--- config.mk ---
export PLATFORM = sky130hd
export DESIGN_NAME = bus_agent_cycle
export DESIGN_NICKNAME = d
export VERILOG_FILES = /design/src/rtl/bus_agent_pkg.sv /design/src/rtl/bus_agent_cycle.sv
export SDC_FILE = /design/constraint.sdc
export NUM_CORES = 1
export LEC_CHECK = 0
export BUFFER_PORTS_ARGS = -buffer_cell sky130_fd_sc_hd__buf_2
export CAP_MARGIN = 15
export CORE_MARGIN = 4
export CORE_UTILIZATION = 47
export DETAILED_ROUTE_END_ITERATION = 16
export GPL_ROUTABILITY_DRIVEN = 0
export PLACE_DENSITY = 0.93
export SYNTH_ARGS = -nofsm -noshare
export SYNTH_HDL_FRONTEND = slang
export SYNTH_SLANG_ARGS = --single-unit
--- constraint.sdc ---
create_clock -name clk_i -period 3.9 [get_ports clk_i]
set_clock_uncertainty 0.2 [all_clocks]
set_input_delay 0.78 -clock clk_i [delete_from_list [all_inputs] [get_ports clk_i]]
set_output_delay 0.78 -clock clk_i [all_outputs]
set_load 0.02 [all_outputs]
--- src/rtl/bus_agent_pkg.sv ---
// Constants and types for the system bus agent cycle controller.
// Assumes one system bus clock shared by all agents and an active-high reset.
//
// Function
// - Agent supports four address spaces: memory, I/O, message, interconnect.
// - Message space offers 255 distinct addresses for block exchange.
// - Interconnect space selects an agent by its slot number.
// - Message and interconnect spaces map into local memory space only, with chip selects.
// - Arbitration runs resolution first, then acquisition.
// - Only the highest priority contender starts a transfer in acquisition.
// - Transfer starts with owner request phase, then handshaked reply phase.
// - Reply phase repeats per handshake until the owner ends the cycle.
// - Any exception signal makes every agent abort arbitration or transfer.
// - Signal phase is followed by recovery while exception lines go inactive.
// - New arbitration only from the clock after recovery ends.
// - Arbitration id lines carry our id in arbitration, read at reset.
// - Agent drives shared request line and samples it for contention.
// - Parity error during transfer drives the parity fault line.
`default_nettype none
package bus_agent_pkg;

  localparam int ARB_W       = 5;
  localparam int ADDR_W      = 32;
  localparam int SPACE_W     = 2;
  localparam int MSG_ADDR_W  = 8;
  localparam logic [MSG_ADDR_W-1:0] MSG_ADDR_MAX = 8'hFE;
  localparam int RES_CYCLES  = 2;
  localparam int SLOT_POS    = 24;
  localparam logic [ADDR_W-1:0] MSG_BASE = 32'hF000_0000;
  localparam logic [ADDR_W-1:0] ICS_BASE = 32'hE000_0000;
  localparam logic [3:0] WIN_MASK_HI = 4'hF;

  typedef enum logic [1:0] {
    SPACE_MEM = 2'b00,
    SPACE_IO  = 2'b01,
    SPACE_MSG = 2'b10,
    SPACE_ICS = 2'b11
  } space_e;

  typedef enum logic [2:0] {
    ST_IDLE    = 3'b000,
    ST_RESOLVE = 3'b001,
    ST_ACQUIRE = 3'b010,
    ST_REQUEST = 3'b011,
    ST_REPLY   = 3'b100,
    ST_SIGNAL  = 3'b101,
    ST_RECOVER = 3'b110
  } cyc_state_e;

endpackage
`default_nettype wire

--- src/rtl/bus_agent_cycle.sv ---
// Cycle sequencer and address space decoder for one system bus agent.
// Assumes bus lines are already synchronous and open-drain lines resolved outside.
`timescale 1ns/100ps
`default_nettype none
module bus_agent_cycle #(
  parameter int RES_LEN = bus_agent_pkg::RES_CYCLES
) (
  input  wire logic                                clk_i,
  input  wire logic                                rst_i,
  input  wire logic                                local_req_i,
  input  wire logic                                local_last_i,
  input  wire logic                                local_is_io_i,
  input  wire logic [bus_agent_pkg::ADDR_W-1:0]    local_addr_i,
  input  wire logic                                parity_err_i,
  input  wire logic                                reply_ack_i,
  input  wire logic                                shared_bus_request_line_i,
  output logic                                     shared_bus_request_line_o,
  output logic                                     shared_bus_request_line_oe_o,
  input  wire logic [bus_agent_pkg::ARB_W-1:0]     arbitration_id_lines_i,
  output logic [bus_agent_pkg::ARB_W-1:0]          arbitration_id_lines_o,
  output logic                                     arbitration_id_lines_oe_o,
  input  wire logic                                parity_fault_line_i,
  output logic                                     parity_fault_line_o,
  output logic                                     parity_fault_line_oe_o,
  input  wire logic                                cycle_timeout_line_i,
  output logic                                     grant_o,
  output logic                                     req_phase_o,
  output logic                                     data_strobe_o,
  output logic                                     end_cycle_o,
  output logic                                     aborted_o,
  output logic [bus_agent_pkg::SPACE_W-1:0]        space_o,
  output logic                                     cs_mem_o,
  output logic                                     cs_io_o,
  output logic                                     cs_msg_o,
  output logic                                     cs_ics_o,
  output logic [bus_agent_pkg::MSG_ADDR_W-1:0]     msg_addr_o,
  output logic [bus_agent_pkg::ARB_W-1:0]          slot_id_o,
  output logic [bus_agent_pkg::ARB_W-1:0]          arb_id_o
);
  import bus_agent_pkg::*;

  initial begin
    if (RES_LEN < 1 || RES_LEN > 255) $error("RES_LEN out of range");
    if (SLOT_POS + ARB_W > ADDR_W) $error("slot field outside address");
  end

  // ==========================================================
  // Address space decode
  cyc_state_e           state_reg;
  cyc_state_e           state_next;
  logic [7:0]           res_cnt_reg;
  logic                 id_taken_reg;
  logic                 in_reset_reg;
  logic [ARB_W-1:0]     slot_reg;
  logic [ARB_W-1:0]     arbid_reg;
  logic [SPACE_W-1:0]   space_reg;
  logic                 cs_mem_reg;
  logic                 cs_io_reg;
  logic                 cs_msg_reg;
  logic                 cs_ics_reg;
  logic [MSG_ADDR_W-1:0] msg_addr_reg;
  logic                 abort_reg;
  logic                 fault_reg;

  // Message and interconnect windows are carved from local memory space
  wire logic       hit_msg  = !local_is_io_i &&
                              (local_addr_i[31:28] == MSG_BASE[31:28]) &&
                              (local_addr_i[7:0] <= MSG_ADDR_MAX);
  wire logic       hit_ics  = !local_is_io_i &&
                              (local_addr_i[31:28] == ICS_BASE[31:28]);
  wire logic [1:0] dec_space = hit_msg ? SPACE_MSG :
                               hit_ics ? SPACE_ICS :
                               local_is_io_i ? SPACE_IO : SPACE_MEM;
  // Geographic select: slot field compared with the slot caught on the first edge after reset release
  wire logic       ics_mine = hit_ics &&
                    (local_addr_i[SLOT_POS +: ARB_W] == slot_reg);

  // ==========================================================
  // Exception and arbitration conditions
  wire logic exc_seen  = parity_fault_line_i || cycle_timeout_line_i || parity_err_i;
  wire logic exc_lines = parity_fault_line_i || cycle_timeout_line_i;
  // Highest priority: lines resolve to our own id (wired-or of contenders)
  // Our own drive must show on the shared line before acquisition counts
  wire logic line_busy = shared_bus_request_line_i;
  wire logic we_win    = line_busy && (arbitration_id_lines_i == arbid_reg);
  wire logic res_done  = (res_cnt_reg == 8'(RES_LEN - 1));

  always_comb begin
    state_next = state_reg;
    case (state_reg)
      ST_IDLE:    if (local_req_i && id_taken_reg) state_next = ST_RESOLVE;
      ST_RESOLVE: if (exc_seen) state_next = ST_SIGNAL;
                  else if (res_done) state_next = ST_ACQUIRE;
      ST_ACQUIRE: if (exc_seen) state_next = ST_SIGNAL;
                  else if (we_win) state_next = ST_REQUEST;
                  else state_next = ST_RESOLVE;
      ST_REQUEST: if (exc_seen) state_next = ST_SIGNAL;
                  else state_next = ST_REPLY;
      ST_REPLY:   if (exc_seen) state_next = ST_SIGNAL;
                  else if (reply_ack_i && local_last_i) state_next = ST_IDLE;
      ST_SIGNAL:  state_next = ST_RECOVER;
      // Wait for every exception line to drop before reopening arbitration
      ST_RECOVER: if (!exc_lines) state_next = ST_IDLE;
      default:    state_next = ST_IDLE;
    endcase
    if (!exc_seen && state_reg == ST_IDLE && exc_lines) state_next = ST_IDLE;
  end

  // ==========================================================
  // Next-value decode for the sequencer registers
  wire logic       in_resolve   = (state_reg == ST_RESOLVE);
  wire logic       in_transfer  = (state_reg == ST_REQUEST) || (state_reg == ST_REPLY);
  wire logic [7:0] res_cnt_next = (in_resolve && !res_done) ? res_cnt_reg + 8'h01 : 8'h00;
  // Abort flag is registered from the next state, so it rises together with the signal phase entry
  wire logic       abort_next   = (state_next == ST_SIGNAL);
  // Only a local parity error while we own the bus raises the fault line
  wire logic       fault_next   = parity_err_i && in_transfer;

  // ==========================================================
  // Sequencer registers
  always_ff @(posedge clk_i or posedge rst_i) begin
    if (rst_i) begin
      state_reg   <= ST_IDLE;
      res_cnt_reg <= 8'h00;
    end else begin
      state_reg   <= state_next;
      res_cnt_reg <= res_cnt_next;
    end
  end

  // Reset bookkeeping: id capture edge first, requests after it
  always_ff @(posedge clk_i or posedge rst_i) begin
    if (rst_i) begin
      in_reset_reg <= 1'b1;
      id_taken_reg <= 1'b0;
    end else begin
      in_reset_reg <= 1'b0;
      id_taken_reg <= 1'b1;
    end
  end

  always_ff @(posedge clk_i or posedge rst_i) begin
    if (rst_i) begin
      abort_reg <= 1'b0;
      fault_reg <= 1'b0;
    end else begin
      abort_reg <= abort_next;
      fault_reg <= fault_next;
    end
  end

  // Ids are caught on the first edge after reset release, never by the reset itself
  always_ff @(posedge clk_i or posedge rst_i) begin
    if (rst_i) begin
      slot_reg  <= '0;
      arbid_reg <= '0;
    end else if (in_reset_reg) begin
      slot_reg  <= arbitration_id_lines_i;
      arbid_reg <= arbitration_id_lines_i;
    end
  end

  // Selects only while a local access is pending
  wire logic cs_mem_next = local_req_i && (dec_space == SPACE_MEM);
  wire logic cs_io_next  = local_req_i && (dec_space == SPACE_IO);
  wire logic cs_msg_next = local_req_i && hit_msg;
  wire logic cs_ics_next = local_req_i && ics_mine;

  always_ff @(posedge clk_i or posedge rst_i) begin
    if (rst_i) begin
      space_reg    <= SPACE_MEM;
      msg_addr_reg <= '0;
    end else begin
      space_reg    <= dec_space;
      msg_addr_reg <= local_addr_i[MSG_ADDR_W-1:0];
    end
  end

  // ==========================================================
  // Chip select registers
  always_ff @(posedge clk_i or posedge rst_i) begin
    if (rst_i) begin
      cs_mem_reg <= 1'b0;
      cs_io_reg  <= 1'b0;
      cs_msg_reg <= 1'b0;
      cs_ics_reg <= 1'b0;
    end else begin
      cs_mem_reg <= cs_mem_next;
      cs_io_reg  <= cs_io_next;
      cs_msg_reg <= cs_msg_next;
      cs_ics_reg <= cs_ics_next;
    end
  end

  // ==========================================================
  // Bus line drive
  wire logic arbitrating = (state_reg == ST_RESOLVE) || (state_reg == ST_ACQUIRE);
  assign shared_bus_request_line_o    = arbitrating;
  assign shared_bus_request_line_oe_o = arbitrating;
  assign arbitration_id_lines_o       = arbitrating ? arbid_reg : '0;
  assign arbitration_id_lines_oe_o    = arbitrating;
  assign parity_fault_line_o          = fault_reg;
  assign parity_fault_line_oe_o       = fault_reg;

  assign grant_o       = (state_reg == ST_REQUEST) || (state_reg == ST_REPLY);
  assign req_phase_o   = (state_reg == ST_REQUEST);
  assign data_strobe_o = (state_reg == ST_REPLY) && reply_ack_i && !exc_seen;
  assign end_cycle_o   = (state_reg == ST_REPLY) && reply_ack_i && local_last_i && !exc_seen;
  assign aborted_o     = abort_reg;
  assign space_o       = space_reg;
  assign cs_mem_o      = cs_mem_reg;
  assign cs_io_o       = cs_io_reg;
  assign cs_msg_o      = cs_msg_reg;
  assign cs_ics_o      = cs_ics_reg;
  assign msg_addr_o    = msg_addr_reg;
  assign slot_id_o     = slot_reg;
  assign arb_id_o      = arbid_reg;

endmodule
`default_nettype wire

==> summary.txt <==
Clock tree
  • Clock-pin slew on the worst setup and hold paths: 0.11 ns
  • Post-CTS sizing: 0
  • CTS Buf Count: 5
  • Clock Sinks: 34
  • CTS tree: done
  • CTS root buf: clkbuf_4
  • CTS Buffer Depth: 2
  • Hold buffer count at cts: 0
  • Clock Latency Late Sink: 0.34 ns
  • H-tree Lvls: 2
  • Setup bufs post-CTS: 0

Synth
  • Share of the synthesized area in the top cell type: 51.9%
  • Register bit total from synthesis: 34
  • Synth cell count leaders: 33 x dfrtp_1, 15 x nor2_1, 12 x xor2_1
  • Synth area leaders: dfrtp_1 52%, xor2_1 6.6%, buf_4 3.8%
  • Post-Synthesis Cell Area: 0.00159 sq mm
  • Seq/Total Area, Yosys: 53.5%
  • Post-synth EDFFs: 0
  • Yosys top cell by area: dfrtp_1
  • Cells after synthesis: 145
  • Most frequent cell after synthesis: dfrtp_1
  • Post-synthesis area per instance: 11.0 sq um
  • Syn Nets: 194
  • Synth unique cells: 36
  • Commonest register cell after synthesis: dfrtp_1
  • Share of flip-flops with an asynchronous set or reset: 100%
  • Synth warn: 0

Route
  • Initial DRC Count: 43
  • DR vias: 1,269
  • Final ANT Viol Nets: 0
  • Total Wirelength: 3.47 mm
  • Routed len/inst: 13.6 um
  • Residual DRC: 0
  • Drt first pass iters: 4
  • DR vias/cell: 4.98

STA
  • RSZ-0062 raised after global routing: no
  • Max-slew violations: 0
  • Setup TNS: 0 ns
  • Final setup violating endpoints: 0
  • Slew margin rel.: 64.1%
  • Tcrit/Tclk final: 75.7%
  • Post-route minimum period: 2.95 ns
  • Worst slew pin tran: 0.533 ns
  • Peak Freq: 339 MHz
  • Final Hold Vio Count: 0

Job
  • Total of max-cap violations: 0

Pwr
  • Pwr Density: 513 mW/mm^2
  • Power share of the clock group: 25.6%
  • Register share of total power: 43.7%
  • Comb power frac: 30.7%
  • Sw Share: 36.5%
  • Static Leak: 0.00102 uW
  • Total power draw: 1030 uW
  • Maximum VDD drop: 357 uV
  • NetSw: 374 uW
  • Pint: 652 uW

Global route
  • Vias in the first global route: 1,209
  • Gr ovfl total: 0
  • Largest net degree at the start of global routing: 35
  • All-Layer GR Usage: 18.2%
  • First-pass GRT wire length: 5.78 mm
  • Initial antenna violation count: 0

Setup path
  • Data required time of the critical path: 2.92 ns
  • Worst-path fanout max: 10
  • Worst EP arrival: 1.97 ns
  • Critical Path Start Type: register
  • Critical path endpoint category: output port
  • Kind of critical path: register to output port
  • Worst Reg2Reg Path Length in Cells: 3

Floorplanning
  • Die height: 66.2 um
  • Die span in x: 66.2 um
  • Initial core utilization: 50.5%
  • Die footprint: 0.00438 sq mm
  • Num rows: 20
  • Number of top-level pins: 86
  • Core ar.: 0.00315 sq mm

Final layout
  • P&R area growth vs syn: 25.6%
  • Share of layout cells above drive strength 1: 40.8%
  • Nets: 259
  • Diodes inserted: 0
  • Fin cells: 255
  • Fin util: 63.4%

Placement
  • Placed cells: 247
  • Post-DP HPWL: 2.69 mm
  • PortBufs: 69

Hold path
  • Hold depth: 1
  • Worst hold path type: register to register

Outcome
  • Status: finished, final reports clean
## final cells by class
cell class / instances / area (sq um)
Timing Repair Buffer: 70 / 353
Tap cell: 44 / 55.1
Inverter: 3 / 11.3
Clock buffer: 5 / 37.5
Clock inverter: 3 / 45.0
Sequential cell: 34 / 852
Multi-Input combinational cell: 96 / 644
Fill cell: 265 / 1150
## critical path: stages, from the launching register on
cell     delay [ns]
dfrtp_1        0.51
nor4_1         0.55
and4b_1        0.28
and2_1         0.14
buf_2          0.16
## kinds of logic after synthesis
kind of cell | count (synthesis) | share of synthesized area [%]
simple gates | 61 | 22.1
other cells | 2 | 0.472
fa+ha+maj | 2 | 1.57
mux | 5 | 3.54
buf+inv | 15 | 5.97
xor+xnor | 17 | 9.36
compound gates | 9 | 3.46
flops | 34 | 53.5
## worst paths after layout
check / start / slack (ns) / endpoint
max: state_reg[0]$_DFF_PP0_ / 0.95 / end_cycle_o
min: res_cnt_reg[0]$_DFF_PP0_ / 0.32 / res_cnt_reg[0]$_DFF_PP0_
max reg2reg: state_reg[0]$_DFF_PP0_ / 2.06 / aborted_o$_DFF_PP0_
min reg2reg: res_cnt_reg[0]$_DFF_PP0_ / 0.32 / res_cnt_reg[0]$_DFF_PP0_
max in group asynchronous: rst_i / 2.84 / in_reset_reg$_DFF_PP1_
min in group asynchronous: rst_i / 0.33 / space_o[0]$_DFF_PP0_
## power groups by stage
stage | clock, uW | combinational, uW | sequential [uW]
floorplan | 0 | 250 | 447
global placement | 0 | 309 | 451
detailed placement | 0 | 318 | 455
CTS | 265 | 319 | 448
global route | 281 | 348 | 461
finish | 262 | 315 | 449
## placed cells by master, fill, tap and decap left out, types with 3 or more instances in the layout
cell / n
nor2_1: 15
mux2_2: 5
buf_2: 69
inv_1: 3
xor2_1: 12
nor4_1: 3
nand2_1: 4
xnor2_1: 5
dfrtp_1: 33
o21ai_0: 3
nor3b_1: 3
clkbuf_4: 5
nand4_1: 4
nand3_1: 6
and2_1: 9
and3_1: 3
## per-stage QoR
stage          hold slack [ns]  setup slack, ns  area [sq um]
2_1_floorplan            0.273             1.15          1590
3_3_place_gp             0.296             1.03          1920
3_5_place_dp             0.305            0.974          1920
4_1_cts                  0.321            0.947          2000
5_1_grt                  0.324            0.767          2000
6_report                 0.319            0.947          2000
## metal layers
| metal | share of wire [%] | track usage (%) |
|---|---|---|
| met1 | 39 | 20.5 |
| met5 | 0 | 0 |
| met2 | 48 | 29.2 |
| met4 | 1.5 | 6.85 |
| met3 | 12 | 9.18 |
No activity file was read; power rests on OpenSTA's default activity.
